**config.mk**
```make
export PLATFORM = sky130hd
export DESIGN_NAME = tocf_top
export DESIGN_NICKNAME = d
export VERILOG_FILES = /design/src/hw/tocf_noise_filter.v /design/src/hw/tocf_top.v
export VERILOG_INCLUDE_DIRS = /design/src /design/src/hw
export SDC_FILE = /design/constraint.sdc
export NUM_CORES = 1
export LEC_CHECK = 0
export BUFFER_PORTS_ARGS = -buffer_cell sky130_fd_sc_hd__buf_2
export CORE_MARGIN = 3
export CORE_UTILIZATION = 39
export DETAILED_ROUTE_END_ITERATION = 12
export MAX_ROUTING_LAYER = met4
export PLACE_DENSITY = 0.54
export SETUP_SLACK_MARGIN = 0.4
export SLEW_MARGIN = 20
export SYNTH_ARGS = -nofsm -noshare
export SYNTH_HDL_FRONTEND = slang
export SYNTH_HIERARCHICAL = 1
export SYNTH_SLANG_ARGS = --single-unit
export TNS_END_PERCENT = 10
```
**constraint.sdc**
```tcl
create_clock -name clock_i -period 6.65 [get_ports clock_i]
set_clock_uncertainty 0.15 [all_clocks]
set_input_delay 0.9975 -clock clock_i [delete_from_list [all_inputs] [get_ports clock_i]]
set_output_delay 0.9975 -clock clock_i [all_outputs]
set_load 0.01 [all_outputs]
```
**src/hw/tocf_consts.vh**
```
`ifndef TOCF_CONSTS_VH
`define TOCF_CONSTS_VH

`define TOCF_ADDR_W 28
`define TOCF_OFS_CTRL 28'hFFFF590
`define TOCF_OFS_OPTION 28'hFFFF594
`define TOCF_OFS_WRAP_CLR 28'hFFFF598
`define TOCF_OFS_OUTCTL 28'hFFFF59C
`define TOCF_OFS_EDGE 28'hFFFF5A0
`define TOCF_OFS_CCR0 28'hFFFF5A4
`define TOCF_OFS_CCR1 28'hFFFF5A8
`define TOCF_OFS_CNT 28'hFFFF5AC
`define TOCF_OFS_NFC0 28'hFFFFB00
`define TOCF_OFS_NFC1 28'hFFFFB04

`define TOCF_CTRL_MODE_LSB 0
`define TOCF_CTRL_CLK_LSB 3
`define TOCF_CTRL_EXT_BIT 6
`define TOCF_CTRL_CE_BIT 7
`define TOCF_OPT_WRAP_BIT 0
`define TOCF_OPT_CAP0_BIT 1
`define TOCF_OPT_CAP1_BIT 2
`define TOCF_NFC_STS_BIT 6
`define TOCF_NFC_MASK 8'h47

`define TOCF_MODE_INTERVAL 3'h0
`define TOCF_MODE_EXT_TRIG 3'h1
`define TOCF_MODE_ONE_SHOT 3'h2
`define TOCF_MODE_PWM 3'h3
`define TOCF_MODE_FREE 3'h4
`define TOCF_MODE_EVENT 3'h5
`define TOCF_MODE_PULSE_W 3'h6

`define TOCF_CLK_SLOW_SEL 3'h3
`define TOCF_CNT_MAX 16'hFFFF
`define TOCF_CNT_ZERO 16'h0000
`define TOCF_RESET_BYTE 8'h00

`endif

```
**src/hw/tocf_noise_filter.v**
```verilog
`timescale 1ns/1ps
`include "tocf_consts.vh"

module tocf_noise_filter (
  input wire clock_i,
  input wire rst_b_i,
  input wire raw_i,
  input wire bypass_i,
  input wire [7:0] ctrl_i,
  output reg level_o
);
  reg sync1_reg;
  reg sync2_reg;
  reg [5:0] div_reg;
  reg [2:0] hist_reg;
  reg tick_reg;
  reg [5:0] mask;
  wire [2:0] clk_sel;
  wire two_sel;
  wire agree;

  assign clk_sel = ctrl_i[2:0];
  assign two_sel = ctrl_i[`TOCF_NFC_STS_BIT];

  // Prohibited codes fall back to the undivided clock
  always @* begin
    case (clk_sel)
      3'h0: mask = 6'h00;
      3'h1: mask = 6'h01;
      3'h2: mask = 6'h03;
      3'h3: mask = 6'h0F;
      3'h4: mask = 6'h1F;
      3'h5: mask = 6'h3F;
      default: mask = 6'h00;
    endcase
  end

  assign agree = two_sel ? (hist_reg[1] == hist_reg[0])
                         : (hist_reg[2] == hist_reg[1]) && (hist_reg[1] == hist_reg[0]);

  always @(posedge clock_i) begin
    if (!rst_b_i) begin
      sync1_reg <= 1'b0;
      sync2_reg <= 1'b0;
      div_reg <= 6'h00;
      hist_reg <= 3'h0;
      tick_reg <= 1'b0;
      level_o <= 1'b0;
    end else begin
      sync1_reg <= raw_i;
      sync2_reg <= sync1_reg;
      div_reg <= div_reg + 6'h01;
      tick_reg <= 1'b0;
      if ((div_reg & mask) == mask) begin
        hist_reg <= {hist_reg[1:0], sync2_reg};
        tick_reg <= 1'b1;
      end
      if (bypass_i)
        level_o <= sync2_reg;
      else if (tick_reg && agree)
        level_o <= hist_reg[0];
    end
  end
endmodule // tocf_noise_filter

```
**src/hw/tocf_top.v**
```verilog
// The Avalon-MM slave port was chosen for this implementation.
`timescale 1ns/1ps
`include "tocf_consts.vh"

module tocf_top (
  input wire clock_i,
  input wire rst_b_i,
  input wire [27:0] avs_address_i,
  input wire avs_read_i,
  input wire avs_write_i,
  input wire [31:0] avs_writedata_i,
  input wire [3:0] avs_byteenable_i,
  output reg [31:0] avs_readdata_o,
  output reg avs_waitrequest_o,
  input wire [1:0] capture_input_pin_i,
  output reg timer_out_0_o,
  output reg timer_out_1_o,
  output reg wrap_irq_o
);
  reg [7:0] ctrl_reg;
  reg [2:0] option_reg;
  reg [3:0] output_control_reg;
  reg [3:0] edge_sel_reg;
  reg [15:0] capture_compare_0_reg;
  reg [15:0] capture_compare_1_reg;
  reg [15:0] count_reg;
  reg [7:0] capture_filter_ctrl_0_reg;
  reg [7:0] capture_filter_ctrl_1_reg;
  reg [6:0] prescale_reg;
  reg [1:0] level_d_reg;
  reg ext_d_reg;
  reg ce_d_reg;
  reg run_reg;
  reg primed_reg;
  reg wave0_reg;
  reg wave1_reg;
  reg [31:0] rd_next;
  wire [1:0] filt_level;
  wire [1:0] valid_edge;
  wire [2:0] mode;
  wire [2:0] clk_sel;
  wire ext_clk;
  wire count_enable;
  wire [6:0] pre_mask;
  wire tick;
  wire match0;
  wire match1;
  wire wrap;
  wire cap_mode0;
  wire cap_mode1;
  wire pin0_is_input;
  wire trig_mode;
  wire trigger;
  wire ce_rise;
  wire slow_clk;
  wire wr_go;
  wire byte0;
  wire bit_clear;
  wire byte_clear;
  wire wrap_set;
  wire pw_mode;
  wire oe0;
  wire ol0;
  wire oe1;
  wire ol1;

  assign mode = ctrl_reg[`TOCF_CTRL_MODE_LSB+2:`TOCF_CTRL_MODE_LSB];
  assign clk_sel = ctrl_reg[`TOCF_CTRL_CLK_LSB+2:`TOCF_CTRL_CLK_LSB];
  assign ext_clk = ctrl_reg[`TOCF_CTRL_EXT_BIT];
  assign count_enable = ctrl_reg[`TOCF_CTRL_CE_BIT];
  assign cap_mode0 = option_reg[`TOCF_OPT_CAP0_BIT];
  assign cap_mode1 = option_reg[`TOCF_OPT_CAP1_BIT];
  assign oe0 = output_control_reg[0];
  assign ol0 = output_control_reg[1];
  assign oe1 = output_control_reg[2];
  assign ol1 = output_control_reg[3];
  assign pw_mode = (mode == `TOCF_MODE_PULSE_W);
  assign trig_mode = (mode == `TOCF_MODE_EXT_TRIG) || (mode == `TOCF_MODE_ONE_SHOT);

  // Pin 0 doubles as event clock or trigger input; the filter would eat short events
  assign pin0_is_input = ext_clk || (mode == `TOCF_MODE_EVENT) || trig_mode;

  genvar ch;
  generate
    for (ch = 0; ch < 2; ch = ch + 1) begin : g_chan
      tocf_noise_filter u_filter (
        .clock_i(clock_i),
        .rst_b_i(rst_b_i),
        .raw_i(capture_input_pin_i[ch]),
        .bypass_i((ch == 0) ? pin0_is_input : 1'b0),
        .ctrl_i((ch == 0) ? capture_filter_ctrl_0_reg : capture_filter_ctrl_1_reg),
        .level_o(filt_level[ch])
      );
      // Edge select: 00 none, 01 rising, 10 falling, 11 both
      assign valid_edge[ch] = (edge_sel_reg[2*ch] & filt_level[ch] & ~level_d_reg[ch]) |
                              (edge_sel_reg[2*ch+1] & ~filt_level[ch] & level_d_reg[ch]);
    end
  endgenerate

  assign pre_mask = 7'h7F >> (3'h7 - clk_sel);
  assign tick = run_reg && (ext_clk ? (filt_level[0] & ~ext_d_reg)
                                    : ((prescale_reg & pre_mask) == pre_mask));
  assign match0 = (count_reg == capture_compare_0_reg);
  assign match1 = (count_reg == capture_compare_1_reg);
  assign wrap = tick && (count_reg == `TOCF_CNT_MAX) && !primed_reg;
  assign trigger = trig_mode && valid_edge[0];
  assign ce_rise = count_enable && !ce_d_reg;
  assign slow_clk = ext_clk || (clk_sel >= `TOCF_CLK_SLOW_SEL);

  assign wr_go = avs_write_i && !avs_waitrequest_o;
  assign byte0 = avs_byteenable_i[0];
  assign bit_clear = wr_go && byte0 && (avs_address_i == `TOCF_OFS_WRAP_CLR) &&
                     avs_writedata_i[`TOCF_OPT_WRAP_BIT];
  assign byte_clear = wr_go && byte0 && (avs_address_i == `TOCF_OFS_OPTION) &&
                      !avs_writedata_i[`TOCF_OPT_WRAP_BIT];
  assign wrap_set = wrap;

  // One wait cycle: request seen, then waitrequest drops for exactly one cycle
  always @(posedge clock_i) begin
    if (!rst_b_i) begin
      avs_waitrequest_o <= 1'b1;
      avs_readdata_o <= 32'h00000000;
    end else begin
      avs_waitrequest_o <= 1'b1;
      if ((avs_read_i || avs_write_i) && avs_waitrequest_o) begin
        avs_waitrequest_o <= 1'b0;
        if (avs_read_i)
          avs_readdata_o <= rd_next;
      end
    end
  end

  always @* begin
    rd_next = 32'h00000000;
    case (avs_address_i)
      `TOCF_OFS_CTRL: rd_next = {24'h000000, ctrl_reg};
      `TOCF_OFS_OPTION: rd_next = {29'h00000000, option_reg};
      `TOCF_OFS_OUTCTL: rd_next = {28'h0000000, output_control_reg};
      `TOCF_OFS_EDGE: rd_next = {28'h0000000, edge_sel_reg};
      `TOCF_OFS_CCR0: rd_next = {16'h0000, capture_compare_0_reg};
      `TOCF_OFS_CCR1: rd_next = {16'h0000, capture_compare_1_reg};
      `TOCF_OFS_CNT: rd_next = {16'h0000, count_reg};
      `TOCF_OFS_NFC0: rd_next = {24'h000000, capture_filter_ctrl_0_reg};
      `TOCF_OFS_NFC1: rd_next = {24'h000000, capture_filter_ctrl_1_reg};
      default: rd_next = 32'h00000000;
    endcase
  end

  // Register writes; hardware capture beats a software write to the same register
  always @(posedge clock_i) begin
    if (!rst_b_i) begin
      ctrl_reg <= `TOCF_RESET_BYTE;
      option_reg <= 3'h0;
      output_control_reg <= 4'h0;
      edge_sel_reg <= 4'h0;
      capture_compare_0_reg <= `TOCF_CNT_ZERO;
      capture_compare_1_reg <= `TOCF_CNT_ZERO;
      capture_filter_ctrl_0_reg <= `TOCF_RESET_BYTE;
      capture_filter_ctrl_1_reg <= `TOCF_RESET_BYTE;
    end else begin
      if (wr_go && byte0) begin
        case (avs_address_i)
          `TOCF_OFS_CTRL: ctrl_reg <= avs_writedata_i[7:0];
          `TOCF_OFS_OPTION: option_reg[2:1] <= avs_writedata_i[2:1];
          `TOCF_OFS_OUTCTL: output_control_reg <= avs_writedata_i[3:0];
          `TOCF_OFS_EDGE: edge_sel_reg <= avs_writedata_i[3:0];
          // Reserved bits are not stored and read back as zero
          `TOCF_OFS_NFC0: capture_filter_ctrl_0_reg <= avs_writedata_i[7:0] & `TOCF_NFC_MASK;
          `TOCF_OFS_NFC1: capture_filter_ctrl_1_reg <= avs_writedata_i[7:0] & `TOCF_NFC_MASK;
          default: ;
        endcase
      end
      if (wr_go && (avs_address_i == `TOCF_OFS_CCR0) && byte0)
        capture_compare_0_reg <= avs_writedata_i[15:0];
      if (wr_go && (avs_address_i == `TOCF_OFS_CCR1) && byte0)
        capture_compare_1_reg <= avs_writedata_i[15:0];
      if (run_reg && valid_edge[0] && (pw_mode || (mode == `TOCF_MODE_FREE && cap_mode0)) &&
          !pin0_is_input)
        capture_compare_0_reg <= count_reg;
      if (run_reg && valid_edge[1] && (pw_mode || (mode == `TOCF_MODE_FREE && cap_mode1)))
        capture_compare_1_reg <= count_reg;
      // Set wins over either clear
      option_reg[0] <= wrap_set | (option_reg[0] & ~(bit_clear | byte_clear));
    end
  end

  // Counter and waveform generation
  always @(posedge clock_i) begin
    if (!rst_b_i) begin
      count_reg <= `TOCF_CNT_ZERO;
      prescale_reg <= 7'h00;
      level_d_reg <= 2'h0;
      ext_d_reg <= 1'b0;
      ce_d_reg <= 1'b0;
      run_reg <= 1'b0;
      primed_reg <= 1'b0;
      wave0_reg <= 1'b0;
      wave1_reg <= 1'b0;
      wrap_irq_o <= 1'b0;
      timer_out_0_o <= 1'b0;
      timer_out_1_o <= 1'b0;
    end else begin
      level_d_reg <= filt_level;
      ext_d_reg <= filt_level[0];
      ce_d_reg <= count_enable;
      prescale_reg <= count_enable ? prescale_reg + 7'h01 : 7'h00;
      wrap_irq_o <= wrap;
      if (!count_enable) begin
        run_reg <= 1'b0;
        primed_reg <= 1'b0;
        count_reg <= `TOCF_CNT_ZERO;
        wave0_reg <= 1'b0;
        wave1_reg <= 1'b0;
      end else if (ce_rise) begin
        run_reg <= !trig_mode;
        // Slow clocks start one step before zero, so an early capture sees the maximum
        primed_reg <= slow_clk;
        count_reg <= slow_clk ? `TOCF_CNT_MAX : `TOCF_CNT_ZERO;
        wave0_reg <= 1'b1;
        wave1_reg <= (mode == `TOCF_MODE_INTERVAL) || (mode == `TOCF_MODE_EVENT) ||
                     (mode == `TOCF_MODE_FREE);
      end else begin
        if (trigger) begin
          run_reg <= 1'b1;
          count_reg <= `TOCF_CNT_ZERO;
        end else if (tick) begin
          primed_reg <= 1'b0;
          if (pw_mode && valid_edge != 2'h0)
            count_reg <= `TOCF_CNT_ZERO;
          else if (mode != `TOCF_MODE_FREE && !pw_mode && match0)
            count_reg <= `TOCF_CNT_ZERO;
          else
            count_reg <= count_reg + 16'h0001;
          case (mode)
            `TOCF_MODE_INTERVAL, `TOCF_MODE_EVENT: if (match0) wave1_reg <= ~wave1_reg;
            `TOCF_MODE_EXT_TRIG: begin
              if (match0) wave0_reg <= ~wave0_reg;
              wave1_reg <= (count_reg >= capture_compare_1_reg) && !match0;
            end
            `TOCF_MODE_ONE_SHOT: begin
              wave1_reg <= (count_reg >= capture_compare_1_reg) && !match0;
              if (match0) run_reg <= 1'b0;
            end
            `TOCF_MODE_PWM: wave1_reg <= (count_reg >= capture_compare_1_reg) && !match0;
            `TOCF_MODE_FREE: begin
              if (match0 && !cap_mode0) wave0_reg <= ~wave0_reg;
              if (match1 && !cap_mode1) wave1_reg <= ~wave1_reg;
            end
            default: ;
          endcase
        end else if (pw_mode && run_reg && valid_edge != 2'h0) begin
          count_reg <= `TOCF_CNT_ZERO;
        end
      end
      if (pw_mode) begin
        timer_out_0_o <= 1'b0;
        timer_out_1_o <= 1'b0;
      end else begin
        timer_out_0_o <= (oe0 && count_enable && wave0_used(1'b0)) ?
                         (ol0 ^ wave0_reg) : ol0;
        timer_out_1_o <= (oe1 && count_enable) ? (ol1 ^ wave1_reg) : ol1;
      end
    end
  end

  // Only external-trigger mode and free-running compare use pin 0
  function wave0_used;
    input dummy;
    begin
      wave0_used = (mode == `TOCF_MODE_EXT_TRIG) ||
                   ((mode == `TOCF_MODE_FREE) && !cap_mode0);
    end
  endfunction
endmodule // tocf_top

```
==> results.toml <==
[status]
status = "finished, final reports clean"

[place]
io_buffers = 70
place_ws_ns = 2.69
dp_hpwl_um = 14800
place_congestion = 0.836

[clock_tree]
numCtsBuffers = 17
cts_max_level = 4
clock_path_buffers = 2
ctsResizeCount = 0
root_buffer = "clkbuf_16"
clock_sinks = 135
cts_hold_buf = 0
worstSkewPairLatency_ns = 0.43
clkTransAtPathRegs_ns = 0.06
cts_setup_buffers = 0
cts_tree = "built"

[synth]
synth.avg_cell_area_um2 = 8.39
synth_seq_cells = 135
async_reset_ff_share_pct = 0
synth.distinct_cells = 70
syn_inst = 905
syn_area_mm2 = 0.00759
synth.yosys.seq_area_share_pct = 35.6
synth_edf_count = 0
synthFlopType = "dfxtp_1"
yosysWarnings = 6

[worst_setup_path]
worstPathRequired_ns = 6.84
end_kind = "register"
cp.arrival_ns = 3.40
startpoint_type = "input pin"
critical_path.max_fanout = 22
path_class = "input pin to register"

[route]
initialDrtViolationCount = 398
wire_per_inst_um = 17.5
antenna_left = 0
via_per_inst = 5.41
num_vias = 6539
wl_um = 21200
dr.pass1.iters = 7
drc_errors = 0

[timing]
fin_crit_ns = 3.20
slew_viol_final = 0
setup_viol = 0
worst_hold_slack_ns = 0.283
tightest_slew_ns = 1.07
setup_ws_ns = 3.45
period_share_pct = 48.2
max_slew_margin_pct = 28.6
rsz0062_at_grt = "false"
max_freq_ghz = 0.312
fin_setup_tns_ns = 0
hold_viol = 0

[grt]
busiest_layer = "met2"
grt_util_met2_pct = 29.9
grt_use_total_pct = 20.6
grt_pass1_vias = 6183
antenna_found_initial = 0
met3_usage_pct = 4.45
grt_max_degree = 62
gr-total-overflow = 0
met1_usage_pct = 29.3
grt_pass1_wl_um = 34300

[flow_run]
cap_violations = 0

[die]
die_y_um = 146
dieArea_mm2 = 0.0212
start_util_pct = 40.2
rows = 50
die_x_um = 146
ios = 106
core-area_mm2 = 0.0189

[finish]
syn2layout_area_growth_pct = 13.3
nets = 1028
final_util_pct = 45.5
num_antenna_cells = 0
drive_gt1_share_pct = 16.3
fillers = 1900

[power]
p_int_w = 0.00145
p_sw_w = 0.000410
clockPowerShare_pct = 51.8
peakVddDrop_v = 0.000150
p_per_area_mw_per_mm2 = 217
p_sw_share_pct = 22.0
comb_power_share_pct = 4.2
power.static_leakage_nw = 3.26
seqPwrFrac_pct = 44.0

[hold_path]
hold_path.class = "register to register"
critical path, stage by stage:
cell	delay, ns
buf_2	0.10
nand4b_1	0.18
nor3_2	0.31
nand4_1	0.63
o21ai_4	0.66
buf_16	0.24
nor2_1	0.07
a211oi_2	0.18
layout make-up:
| cell class | count | area, um^2 | share of cell area (%) |
|---|---|---|---|
| Multi-Input combinational cell | 676 | 4430 | 51.5 |
| Sequential cell | 135 | 2700 | 31.4 |
| Clock buffer | 21 | 470 | 5.47 |
| Timing Repair Buffer | 79 | 438 | 5.09 |
| Tap cell | 260 | 325 | 3.78 |
| Clock inverter | 9 | 125 | 1.45 |
| Inverter | 29 | 109 | 1.27 |
metal layers:
metal | vias up | part of all wire, %
li1 | 3258 | -
met1 | 3078 | 50
met2 | 183 | 43
met3 | 20 | 5.8
met4 | 0 | 1.1
met5 | - | 0
cell families (layout without fill, tap and decap cells):
| kind of cell | count (synthesis) | after routing | share of synthesized area, % |
|---|---|---|---|
| xor gates and xnor gates | 31 | 31 | 3.58 |
| buffers and inverters | 110 | 138 | 6.89 |
| muxes | 60 | 60 | 8.60 |
| adders and majority gates | 20 | 20 | 3.30 |
| and+or+nand+nor | 307 | 307 | 20.0 |
| DFF | 135 | 135 | 35.6 |
| other | 1 | 17 | 0.0494 |
| AOI/OAI and AO/OA | 241 | 241 | 22.0 |
placed cells by master, fill, tap and decap left out, types with 4 or more instances in the layout:
master     synthesis  layout
nand2b_1          11      11
conb_1             1      17
xnor2_1            7       7
a21oi_1           56      56
o21ai_0           46      46
a211oi_2          15      15
mux4_2             4       4
a211oi_1          22      22
and2_1            23      23
o21a_1             4       4
nor2_1            84      84
a31oi_1           24      24
dfxtp_1          135     135
clkinv_2           0       4
nor2b_1           13      13
ha_1              20      20
nand4b_1           5       5
clkbuf_16          0      17
mux2i_1           54      54
or3_1              5       5
buf_4             18       8
nand3_1           19      19
or2_2              5       5
o41ai_1            4       4
nor3_1            10      10
xor2_1            24      24
buf_2             16      70
inv_1             28      28
o21ai_1            9       9
a211o_1            7       7
nand4_1           13      13
a22oi_1           14      14
o211ai_1          12      12
nand2_1           90      90
nor4_1             5       5
power by group through the flow:
stage	clock network (W)	logic (W)	registers, W
5_1_grt	0.00102	0.0000853	0.000822
3_5_place_dp	0	0.0000768	0.000838
6_report	0.000966	0.0000774	0.000821
2_1_floorplan	0	0.0000509	0.000837
4_1_cts	0.000985	0.0000773	0.000821
3_3_place_gp	0	0.0000763	0.000838
stage by stage:
stage	power, W	std cells	cell area [um^2]
after floorplan	0.000888	921	7650
after global placement	0.000915	1178	7980
after detailed placement	0.000915	1178	7980
after CTS	0.00188	1208	8570
after global routing	0.00193	1209	8600
final	0.00186	1209	8600
synthesized netlist by cell type, drive strengths merged, types with 6 or more instances:
master / instances / share of area, %
nor4: 6 / 0.58
a211o: 7 / 0.81
nand2: 90 / 4.4
nand2b: 12 / 1.0
dfxtp: 135 / 36
buf: 38 / 3.3
a211oi: 37 / 4.6
a22oi: 14 / 1.4
ha: 20 / 3.3
o21ai: 56 / 3.8
mux2i: 54 / 7.1
and2: 25 / 2.1
or2: 7 / 0.58
nand3: 19 / 1.3
nor2b: 13 / 1.1
inv: 29 / 1.4
nor2: 86 / 4.3
a21oi: 56 / 3.7
xor2: 24 / 2.8
xnor2: 7 / 0.81
clkbuf: 43 / 2.1
o211ai: 12 / 1.2
a31oi: 24 / 2.0
nor3: 12 / 0.92
nand4: 13 / 1.1
worst paths after layout:
path | end | slack [ns] | cells past startpoint | from
worst max-delay path | capture_compare_0_reg[8] | 3.45 | 8 | avs_address_i[0]
worst min-delay path | g_chan[1].u_filter/sync2_reg | 0.28 | 1 | g_chan[1].u_filter/sync1_reg
worst max register to register | option_reg[0] | 3.67 | 6 | prescale_reg[0]
worst min register to register | g_chan[1].u_filter/sync2_reg | 0.28 | 1 | g_chan[1].u_filter/sync1_reg
(Power assumes the default switching activity.)
